**config.mk**
```make
export PLATFORM = sky130hd
export DESIGN_NAME = lt_override_regs
export DESIGN_NICKNAME = d
export VERILOG_FILES = /design/src/rtl/lt_override_pkg.sv /design/src/rtl/lt_override_regs.sv /design/src/rtl/lane_strobe_unit.sv
export SDC_FILE = /design/constraint.sdc
export NUM_CORES = 1
export LEC_CHECK = 0
export ABC_AREA = 1
export BUFFER_PORTS_ARGS = -buffer_cell sky130_fd_sc_hd__buf_2
export CAP_MARGIN = 5
export CORE_ASPECT_RATIO = 0.8
export CORE_MARGIN = 4
export CORE_UTILIZATION = 40
export DETAILED_ROUTE_END_ITERATION = 10
export GPL_TIMING_DRIVEN = 0
export PLACE_DENSITY = 0.74
export REMOVE_ABC_BUFFERS = 1
export SLEW_MARGIN = 20
export SYNTH_ARGS = -nofsm -noshare
export SYNTH_HDL_FRONTEND = slang
export SYNTH_HIERARCHICAL = 1
export SYNTH_SLANG_ARGS = --single-unit
```
**constraint.sdc**
```tcl
create_clock -name CLK_IN -period 1.6 [get_ports CLK_IN]
set_clock_uncertainty 0.15 [all_clocks]
set_input_delay 0.24 -clock CLK_IN [delete_from_list [all_inputs] [get_ports CLK_IN]]
set_output_delay 0.24 -clock CLK_IN [all_outputs]
set_load 0.05 [all_outputs]
```
**src/rtl/lt_override_pkg.sv**
```systemverilog
// Constants for the link training coefficient override register bank.
//
// Behaviour
// Transmit coefficient strobes act only while the partner override enable bit is 1.
// Lane 1 transmit strobe, bit 5, is ignored while partner override enable is 0.
// Lane 2 transmit strobe sits at bit 6, resets to 0, read-write.
// Lane 3 transmit strobe sits at bit 7, resets to 0, read-write.
// Lane 1 receive strobe, bit 9, applies lane 1 coefficients 23:16, then clears.
// Receive strobes of any lane act only while local override enable bit is 1.
// Lane 2 receive strobe, bit 10, applies lane 2 coefficients 23:16, then clears.
// Lane 3 receive strobe, bit 11, applies lane 3 coefficients 23:16, then clears.
// Status register repeats the lane 0 byte layout for lanes 1 and 2.
// Software treats frame lock error with unchanged initial taps as unrecoverable.
// Accepted transmit strobe sends the lane coefficients 7:0 to the partner, then clears.
// Strobes read back 0 a cycle after the write; writing 0 changes nothing.
package lt_override_pkg;

   // Lanes served by this bank: lanes 1 to 3
   localparam int LANES = 3;

   // APB byte address width; word index is the address divided by four
   localparam int ADDR_W = 10;
   localparam int DATA_W = 32;

   // Register word indices; byte address is four times the index
   localparam logic [7:0] IDX_OVR_ENABLE   = 8'hD0;
   localparam logic [7:0] IDX_LANE_CONTROL = 8'hD1;
   localparam logic [7:0] IDX_LANE_STATUS  = 8'hD2;
   localparam logic [7:0] IDX_COEF_LANE1   = 8'hE1;
   localparam logic [7:0] IDX_COEF_STRIDE  = 8'h04;
   localparam logic [7:0] IDX_IRQ_STATUS   = 8'hF0;
   localparam logic [7:0] IDX_IRQ_MASK     = 8'hF1;

   // Override enable register fields
   localparam int BIT_PARTNER_OVR_EN = 16;
   localparam int BIT_LOCAL_OVR_EN   = 17;

   // Lane control strobe fields, lane 1 at the base, lanes 2 and 3 above it
   localparam int BIT_TX_STROBE_BASE = 5;
   localparam int BIT_RX_STROBE_BASE = 9;

   // Coefficient register fields
   localparam int COEF_W        = 8;
   localparam int TX_COEF_LSB   = 0;
   localparam int RX_COEF_LSB   = 16;

   // Status byte per lane, lane 1 at bits 15:8
   localparam int STATUS_BYTE_W = 8;

   // Interrupt status layout: transmit events low, receive events above
   localparam int IRQ_W      = 6;
   localparam int IRQ_TX_LSB = 0;
   localparam int IRQ_RX_LSB = 3;

   // Values after reset
   localparam logic [31:0] COEF_RESET   = 32'h0000_0000;
   localparam logic [31:0] RDATA_RESET  = 32'h0000_0000;
   localparam logic        STROBE_RESET = 1'b0;
   localparam logic        OVR_RESET    = 1'b0;
   localparam logic [5:0]  IRQ_RESET    = 6'h00;

endpackage

```
**src/rtl/lt_override_regs.sv**
```systemverilog
// Link training override register bank for lanes 1 to 3, APB slave.
//
// Design decision made here: register access over APB.
`timescale 1ns/1ps

module lt_override_regs
   import lt_override_pkg::*;
(
   input  wire logic                     CLK_IN,
   input  wire logic                     RST_IN,
   // APB slave
   input  wire logic                     PSEL_IN,
   input  wire logic                     PENABLE_IN,
   input  wire logic                     PWRITE_IN,
   input  wire logic [lt_override_pkg::ADDR_W-1:0] PADDR_IN,
   input  wire logic [lt_override_pkg::DATA_W-1:0] PWDATA_IN,
   output logic      [lt_override_pkg::DATA_W-1:0] PRDATA_OUT,
   output logic                          PREADY_OUT,
   output logic                          PSLVERR_OUT,
   // Status bytes from the link training logic, same clock
   input  wire logic [7:0]               LANE1_STATUS_IN,
   input  wire logic [7:0]               LANE2_STATUS_IN,
   input  wire logic [7:0]               LANE3_STATUS_IN,
   // Strobes to the link training logic, bit 0 is lane 1
   output logic      [2:0]               TX_COEF_SEND_OUT,
   output logic      [2:0]               RX_COEF_APPLY_OUT,
   // Coefficient fields to the link training logic
   output logic      [7:0]               TX_COEF_LANE1_OUT,
   output logic      [7:0]               TX_COEF_LANE2_OUT,
   output logic      [7:0]               TX_COEF_LANE3_OUT,
   output logic      [7:0]               RX_COEF_LANE1_OUT,
   output logic      [7:0]               RX_COEF_LANE2_OUT,
   output logic      [7:0]               RX_COEF_LANE3_OUT,
   // Override enables, visible to the link training logic
   output logic                          PARTNER_OVR_EN_OUT,
   output logic                          LOCAL_OVR_EN_OUT,
   // Level interrupt
   output logic                          IRQ_OUT
);

   import lt_override_pkg::*;

   // ------------------------------------------------------------
   // Bus phase decode
   // ------------------------------------------------------------

   logic              setup_phase;
   logic              access_done;
   logic              wr_done;
   logic [7:0]        word_idx;
   logic              aligned;

   // Setup cycle, and the edge at which an access completes
   assign setup_phase = PSEL_IN & ~PENABLE_IN;
   assign access_done = PSEL_IN & PENABLE_IN & PREADY_OUT;
   assign wr_done     = access_done & PWRITE_IN;

   // Word index; a byte address off a word boundary maps to nothing
   assign word_idx = PADDR_IN[ADDR_W-1:2];
   assign aligned  = (PADDR_IN[1:0] == 2'h0);

   // ------------------------------------------------------------
   // Address hits
   // ------------------------------------------------------------

   logic              hit_enable;
   logic              hit_control;
   logic              hit_status;
   logic              hit_irq_status;
   logic              hit_irq_mask;
   logic [LANES-1:0]  hit_coef;
   logic              mapped;

   // Fixed registers
   assign hit_enable     = aligned & (word_idx == IDX_OVR_ENABLE);
   assign hit_control    = aligned & (word_idx == IDX_LANE_CONTROL);
   assign hit_status     = aligned & (word_idx == IDX_LANE_STATUS);
   assign hit_irq_status = aligned & (word_idx == IDX_IRQ_STATUS);
   assign hit_irq_mask   = aligned & (word_idx == IDX_IRQ_MASK);

   // Anything else answers with an error and reads as zero
   assign mapped = hit_enable | hit_control | hit_status
                 | hit_irq_status | hit_irq_mask | (|hit_coef);

   // ------------------------------------------------------------
   // Override enable register
   // ------------------------------------------------------------

   logic              partner_ovr_en;
   logic              local_ovr_en;

   // Global enables gate every lane's strobes
   always_ff @(posedge CLK_IN or posedge RST_IN)
   begin
      if (RST_IN)
      begin
         partner_ovr_en <= OVR_RESET;
         local_ovr_en   <= OVR_RESET;
      end
      else if (wr_done & hit_enable)
      begin
         partner_ovr_en <= PWDATA_IN[BIT_PARTNER_OVR_EN];
         local_ovr_en   <= PWDATA_IN[BIT_LOCAL_OVR_EN];
      end
   end

   assign PARTNER_OVR_EN_OUT = partner_ovr_en;
   assign LOCAL_OVR_EN_OUT   = local_ovr_en;

   // ------------------------------------------------------------
   // Per-lane strobes and coefficient registers
   // ------------------------------------------------------------

   logic [DATA_W-1:0] coef [LANES];
   logic [LANES-1:0]  tx_req;
   logic [LANES-1:0]  rx_req;
   logic [LANES-1:0]  tx_pulse;
   logic [LANES-1:0]  rx_pulse;

   // Each lane decodes its own coefficient word and strobe bits
   for (genvar l = 0; l < LANES; l++)
   begin : g_lane
      localparam logic [7:0] LANE_IDX = 8'(IDX_COEF_LANE1 + IDX_COEF_STRIDE * 8'(l));

      assign hit_coef[l] = aligned & (word_idx == LANE_IDX);

      // Only a written one raises a request; a zero leaves things alone
      assign tx_req[l] = wr_done & hit_control
                       & PWDATA_IN[BIT_TX_STROBE_BASE + l];
      assign rx_req[l] = wr_done & hit_control
                       & PWDATA_IN[BIT_RX_STROBE_BASE + l];

      lane_strobe_unit u_lane
      (
         .clk_in        (CLK_IN),
         .rst_in        (RST_IN),
         .coef_wr_in    (wr_done & hit_coef[l]),
         .wdata_in      (PWDATA_IN),
         .tx_req_in     (tx_req[l]),
         .rx_req_in     (rx_req[l]),
         .partner_en_in (partner_ovr_en),
         .local_en_in   (local_ovr_en),
         .coef_out      (coef[l]),
         .tx_pulse_out  (tx_pulse[l]),
         .rx_pulse_out  (rx_pulse[l])
      );
   end

   // Strobes leave straight from the lane flip-flops
   assign TX_COEF_SEND_OUT  = tx_pulse;
   assign RX_COEF_APPLY_OUT = rx_pulse;

   // Transmit coefficients for the partner, low byte of each lane word
   assign TX_COEF_LANE1_OUT = coef[0][TX_COEF_LSB +: COEF_W];
   assign TX_COEF_LANE2_OUT = coef[1][TX_COEF_LSB +: COEF_W];
   assign TX_COEF_LANE3_OUT = coef[2][TX_COEF_LSB +: COEF_W];

   // Local equalizer coefficients, bits 23:16 of each lane word
   assign RX_COEF_LANE1_OUT = coef[0][RX_COEF_LSB +: COEF_W];
   assign RX_COEF_LANE2_OUT = coef[1][RX_COEF_LSB +: COEF_W];
   assign RX_COEF_LANE3_OUT = coef[2][RX_COEF_LSB +: COEF_W];

   // ------------------------------------------------------------
   // Interrupt status and mask
   // ------------------------------------------------------------

   logic [IRQ_W-1:0]  irq_status;
   logic [IRQ_W-1:0]  irq_mask;
   logic [IRQ_W-1:0]  irq_events;
   logic [IRQ_W-1:0]  irq_clear;
   logic [IRQ_W-1:0]  next_irq_status;

   // One event per accepted strobe; refused strobes raise nothing
   assign irq_events = {rx_pulse, tx_pulse};

   // Write one to clear
   assign irq_clear = (wr_done & hit_irq_status) ? PWDATA_IN[IRQ_W-1:0] : IRQ_RESET;

   // Set wins over clear, so an event in the clearing cycle survives
   assign next_irq_status = (irq_status & ~irq_clear) | irq_events;

   // Sticky event bits
   always_ff @(posedge CLK_IN or posedge RST_IN)
   begin
      if (RST_IN)
      begin
         irq_status <= IRQ_RESET;
      end
      else
      begin
         irq_status <= next_irq_status;
      end
   end

   // Mask, same layout as status; one enables the bit
   always_ff @(posedge CLK_IN or posedge RST_IN)
   begin
      if (RST_IN)
      begin
         irq_mask <= IRQ_RESET;
      end
      else if (wr_done & hit_irq_mask)
      begin
         irq_mask <= PWDATA_IN[IRQ_W-1:0];
      end
   end

   // Registered output; it trails the status bits by one cycle
   always_ff @(posedge CLK_IN or posedge RST_IN)
   begin
      if (RST_IN)
      begin
         IRQ_OUT <= 1'b0;
      end
      else
      begin
         IRQ_OUT <= |(irq_status & irq_mask);
      end
   end

   // ------------------------------------------------------------
   // Read data
   // ------------------------------------------------------------

   logic [DATA_W-1:0] next_rdata;

   // Strobe bits always read as zero: they live a single cycle and a
   // read can never catch one, so showing them would only confuse
   always_comb
   begin
      next_rdata = RDATA_RESET;
      if (hit_enable)
      begin
         next_rdata[BIT_PARTNER_OVR_EN] = partner_ovr_en;
         next_rdata[BIT_LOCAL_OVR_EN]   = local_ovr_en;
      end
      if (hit_control)
      begin
         next_rdata = RDATA_RESET;
      end
      if (hit_status)
      begin
         // Lane 0 byte belongs elsewhere and reads as zero here
         next_rdata[1*STATUS_BYTE_W +: STATUS_BYTE_W] = LANE1_STATUS_IN;
         next_rdata[2*STATUS_BYTE_W +: STATUS_BYTE_W] = LANE2_STATUS_IN;
         next_rdata[3*STATUS_BYTE_W +: STATUS_BYTE_W] = LANE3_STATUS_IN;
      end
      if (hit_irq_status)
      begin
         next_rdata[IRQ_W-1:0] = irq_status;
      end
      if (hit_irq_mask)
      begin
         next_rdata[IRQ_W-1:0] = irq_mask;
      end
      for (int i = 0; i < LANES; i++)
      begin
         if (hit_coef[i])
         begin
            next_rdata = coef[i];
         end
      end
   end

   // ------------------------------------------------------------
   // APB answer
   // ------------------------------------------------------------

   // Ready rises for the access cycle that follows each setup cycle,
   // giving one access cycle per transfer and no wait states
   always_ff @(posedge CLK_IN or posedge RST_IN)
   begin
      if (RST_IN)
      begin
         PREADY_OUT <= 1'b0;
      end
      else
      begin
         PREADY_OUT <= setup_phase;
      end
   end

   // Error for unmapped or misaligned addresses, reads and writes alike
   always_ff @(posedge CLK_IN or posedge RST_IN)
   begin
      if (RST_IN)
      begin
         PSLVERR_OUT <= 1'b0;
      end
      else
      begin
         PSLVERR_OUT <= setup_phase & ~mapped;
      end
   end

   // Read data captured at the end of setup and held until the next read
   // Status bytes are therefore as they stood at that edge
   always_ff @(posedge CLK_IN or posedge RST_IN)
   begin
      if (RST_IN)
      begin
         PRDATA_OUT <= RDATA_RESET;
      end
      else if (setup_phase & ~PWRITE_IN)
      begin
         PRDATA_OUT <= next_rdata;
      end
   end

   // Frame lock error judgement is left to software, which compares the
   // lane taps against their initial values; nothing here decides it

endmodule

```
**src/rtl/lane_strobe_unit.sv**
```systemverilog
// One lane: coefficient register and the two self-clearing update strobes.
`timescale 1ns/1ps

module lane_strobe_unit
   import lt_override_pkg::*;
(
   input  wire logic              clk_in,
   input  wire logic              rst_in,
   input  wire logic              coef_wr_in,
   input  wire logic [DATA_W-1:0] wdata_in,
   input  wire logic              tx_req_in,
   input  wire logic              rx_req_in,
   input  wire logic              partner_en_in,
   input  wire logic              local_en_in,
   output logic      [DATA_W-1:0] coef_out,
   output logic                   tx_pulse_out,
   output logic                   rx_pulse_out
);

   // Coefficient register: transmit field 7:0, local equalizer field 23:16
   always_ff @(posedge clk_in or posedge rst_in)
   begin
      if (rst_in)
      begin
         coef_out <= COEF_RESET;
      end
      else if (coef_wr_in)
      begin
         coef_out <= wdata_in;
      end
   end

   // Transmit strobe: gated by partner enable, lives one cycle only
   // A request with the enable low is simply dropped, not held for later
   always_ff @(posedge clk_in or posedge rst_in)
   begin
      if (rst_in)
      begin
         tx_pulse_out <= STROBE_RESET;
      end
      else
      begin
         tx_pulse_out <= tx_req_in & partner_en_in;
      end
   end

   // Receive strobe: gated by local enable, lives one cycle only
   always_ff @(posedge clk_in or posedge rst_in)
   begin
      if (rst_in)
      begin
         rx_pulse_out <= STROBE_RESET;
      end
      else
      begin
         rx_pulse_out <= rx_req_in & local_en_in;
      end
   end

endmodule

```
==> impl_metrics.csv <==
group,metric,value,unit
logic_synthesis,synth_xor_area_share,0,%
routing,wl_per_cell,18.50,um
global_routing,first_global_vias,7156,
cells_and_area,fill_cells,1755,
sta,tightest_slew,0.7158,ns
cells_and_area,drive_gt1_share,27.28,%
pwr,ir_worst_vdd,0.0006501,V
pwr,p_leak,5.357,nW
setup_path,path_common_cell,"nand2_1",
routing,first_iter_violations,591,
logic_synthesis,syn_inst,925,
global_routing,antenna_found_initial,0,
global_routing,grt_start_max_net_pins,50,
logic_synthesis,synth_fa_ha_area_share,0,%
routing,vias,7131,
logic_synthesis,synth_largest_area_cell,"dfrtp_1",
sta,fin_crit_sh,94.97,%
global_routing,track_usage,24.83,%
placed_design,port_buffers,161,
routing,routed_via_density,5.075,
floorplanning,die_w,161.2,um
logic_synthesis,yosys_warnings,6,
setup_path,critPathBufInv,1,
placed_design,routabilityCongestion,0.9042,
pwr,power.density,843.3,mW/mm2
clock_tree,cts_tree,"built",
routing,wl_met3,2369,um
routing,met2_length,11870,um
clock_tree,path_clk_slew,0.06,ns
clock_tree,clk_latency,0.41,ns
floorplanning,rows,44,
cells_and_area,final_cell_mix,"nand2_1 (431), buf_2 (159), dfrtp_1 (149)",
cells_and_area,final_util,53.24,%
clock_tree,cts_buffer_depth,2,
cells_and_area,syn_to_final_growth,29.55,%
logic_synthesis,synth_cell_types,36,
setup_path,crit_type,"in2reg",
sta,maxSlewHeadroom,52.28,%
cells_and_area,regArea,0.003781,mm2
setup_path,cp.arrival,1.72,ns
floorplanning,io_pins,162,
logic_synthesis,syn_area_per_cell,8.121,um2
sta,finalSetupViolCount,0,
setup_path,cp_max_fo,11,
sta,holdWs,0.01950,ns
routing,drt_pass1_iterations,5,
sta,fin_crit,1.520,ns
logic_synthesis,synth-simple-area-share,38.07,%
global_routing,grt_overflow,0,
setup_path,critPathLaunchType,"primary input",
setup_path,cp.required,1.80,ns
clock_tree,clock_sinks,151,
sta,finalHoldViolCount,0,
cells_and_area,multiInputGateArea,0.003133,mm2
floorplanning,initial_core_util,41.10,%
setup_path,cp-end-kind,"flop",
run_status,outcome,"complete, no violations",
routing,wl_met1,11430,um
sta,rsz0062_at_grt,"false",
floorplanning,core-area,0.01828,mm2
setup_path,path_delay_family,"simple AND/OR/NAND/NOR gates",
floorplanning,die_y,130.6,um
floorplanning,die-area,0.02105,mm2
flow_run,cap_violations,0,
routing,ant_nets,0,
placed_design,hpwl,15620,um
routing,wl,25990,um
logic_synthesis,synth_top_family_by_area,"simple AND/OR/NAND/NOR gates",
setup_path,slowest_stage,"nor2_4",
logic_synthesis,yosys.area.top_type_share,50.30,%
logic_synthesis,synth_compound_area_share,2.165,%
clock_tree,htreeDepth,4,
logic_synthesis,ys_seq_area_share,50.30,%
cells_and_area,mostFrequentLayoutCell,"nand2_1",
routing,route.detailed.drc,0,
placed_design,placed_area,0.008412,mm2
clock_tree,cts_root_buffer,"clkbuf_16",
logic_synthesis,ys_seq_elements,151,
clock_tree,cts_buffers,17,
hold_path,hold_path.class,"in2reg",
logic_synthesis,muxShareOfSynthArea,0,%
routing,routed.top_layer,"met4",
sta,fmax,0.6581,GHz
sta,tns,0,ns
global_routing,grt_pass1_wl,40010,um
setup_path,path_cells,"buf_2 > nand2_2 > nor2_4 > nand3_1 > nor2_4 > nand2_1 > nand4_1 > nand2_1 > nand2_1",
setup_path,max_stage_delay,0.48,ns
cells_and_area,design_area,0.009732,mm2
cells_and_area,nets,1209,
sta,slew_viol_final,0,
logic_synthesis,synth_area,0.007512,mm2
logic_synthesis,synth.area.top_cells,"dfrtp_1 (50%), nand2_1 (22%), nand4_1 (6.2%), nand2_2 (3.6%), inv_1 (2.7%)",
per-stage QoR:
stage,total power (W),worst slack [ns],instances
after floorplan,0.004261,-2.806,878
after global placement,0.004516,-6.031,1292
after detailed placement,0.004557,-1.374,1300
after CTS,0.008265,-0.01391,1400
after global routing,0.008485,0.01706,1404
final,0.008207,0.08047,1405
cells in the mapped netlist:
library cell  number
a22o_1             1
buf_2             10
nor2_1            36
or2_0              2
nor2_8             1
clkbuf_2           1
or2_2              7
nand2_4            1
clkbuf_1           3
o21ai_1            3
buf_1              2
nand2_1          434
nand3_4            1
nor2_2             5
a21boi_1           3
o21ai_2            6
buf_4              8
buf_12             4
nand2_2           43
clkbuf_8           9
nor3_4             1
buf_6             10
nand3_1           27
a21oi_1            2
a221oi_1           1
inv_8              3
o21ai_0            9
nor2_4             4
nor3_2             1
and3b_1            1
dfrtp_1          151
nand4_1           75
inv_1             55
inv_2              3
inv_6              1
or2_1              1
cell type report:
| cell class | count | share of cell area, % |
|---|---|---|
| Tap cell | 253 | 3.253 |
| Multi-Input combinational cell | 669 | 32.19 |
| Sequential cell | 151 | 38.85 |
| Clock inverter | 14 | 0.9000 |
| Clock buffer | 18 | 4.410 |
| Antenna cell | 1 | 0.02571 |
| Inverter | 62 | 2.854 |
| Timing Repair Buffer | 237 | 17.51 |
layer usage:
metal  track usage [%]  vias to the layer above
li1                  -                     3361
met1             34.24                     3392
met2             39.36                      349
met3             7.056                       29
met4             5.918                        0
met5                 0                        -
path summary, 6_finish.rpt:
kind | slack [ns] | endpoint | cells past startpoint | start
max in group asynchronous | 0.37 | PARTNER_OVR_EN_OUT | 3 | RST_IN
hold reg to reg | 0.32 | PRDATA_OUT[14] | 2 | PRDATA_OUT[14]
setup reg to reg | 0.11 | g_lane[0].u_lane/coef_out[14] | 7 | PREADY_OUT
hold / removal | 0.02 | PRDATA_OUT[29] | 5 | LANE3_STATUS_IN[5]
min in group asynchronous | 0.20 | g_lane[1].u_lane/coef_out[23] | 3 | RST_IN
setup / recovery | 0.08 | PRDATA_OUT[26] | 9 | PADDR_IN[8]
timing repair:
action                                 4_1_cts  5_1_grt
endpoints found under the hold margin      232        1
gates cloned                                 3        1
setup endpoints to repair                  149       83
pin swaps                                    9        0
gates resized for setup                      7       21
hold buffers                                50        1
setup buffers                               15        2
tightest hold or removal path, delay by kind of cell:
kind / cells / cell delay (ns)
buf+inv: 1 / 0.08
simple gates: 4 / 0.24
cells by family (layout without fill, tap and decap cells):
| family | after synthesis | after routing |
|---|---|---|
| simple gates | 640 | 644 |
| other cells | 0 | 1 |
| compound gates | 25 | 25 |
| flops | 151 | 151 |
| buf+inv | 109 | 331 |
power by group:
group | total [W] | switching, W | internal [W]
clock | 0.00358 | 0.00162 | 0.00196
sequential | 0.00387 | 0.0000162 | 0.00385
combinational | 0.000756 | 0.000498 | 0.000257
total | 0.00821 | 0.00214 | 0.00607
state kept, by name, summed over array words and instances (netlist names):
name                        flops
irq_mask                        6
irq_status                      6
g_lane.u_lane/coef_out         96
LOCAL_OVR_EN_OUT                1
IRQ_OUT                         1
PSLVERR_OUT                     1
PRDATA_OUT                     32
g_lane.u_lane/rx_pulse_out      3
g_lane.u_lane/tx_pulse_out      3
PREADY_OUT                      1
PARTNER_OVR_EN_OUT              1
No activity file was read; power rests on OpenSTA's default activity.
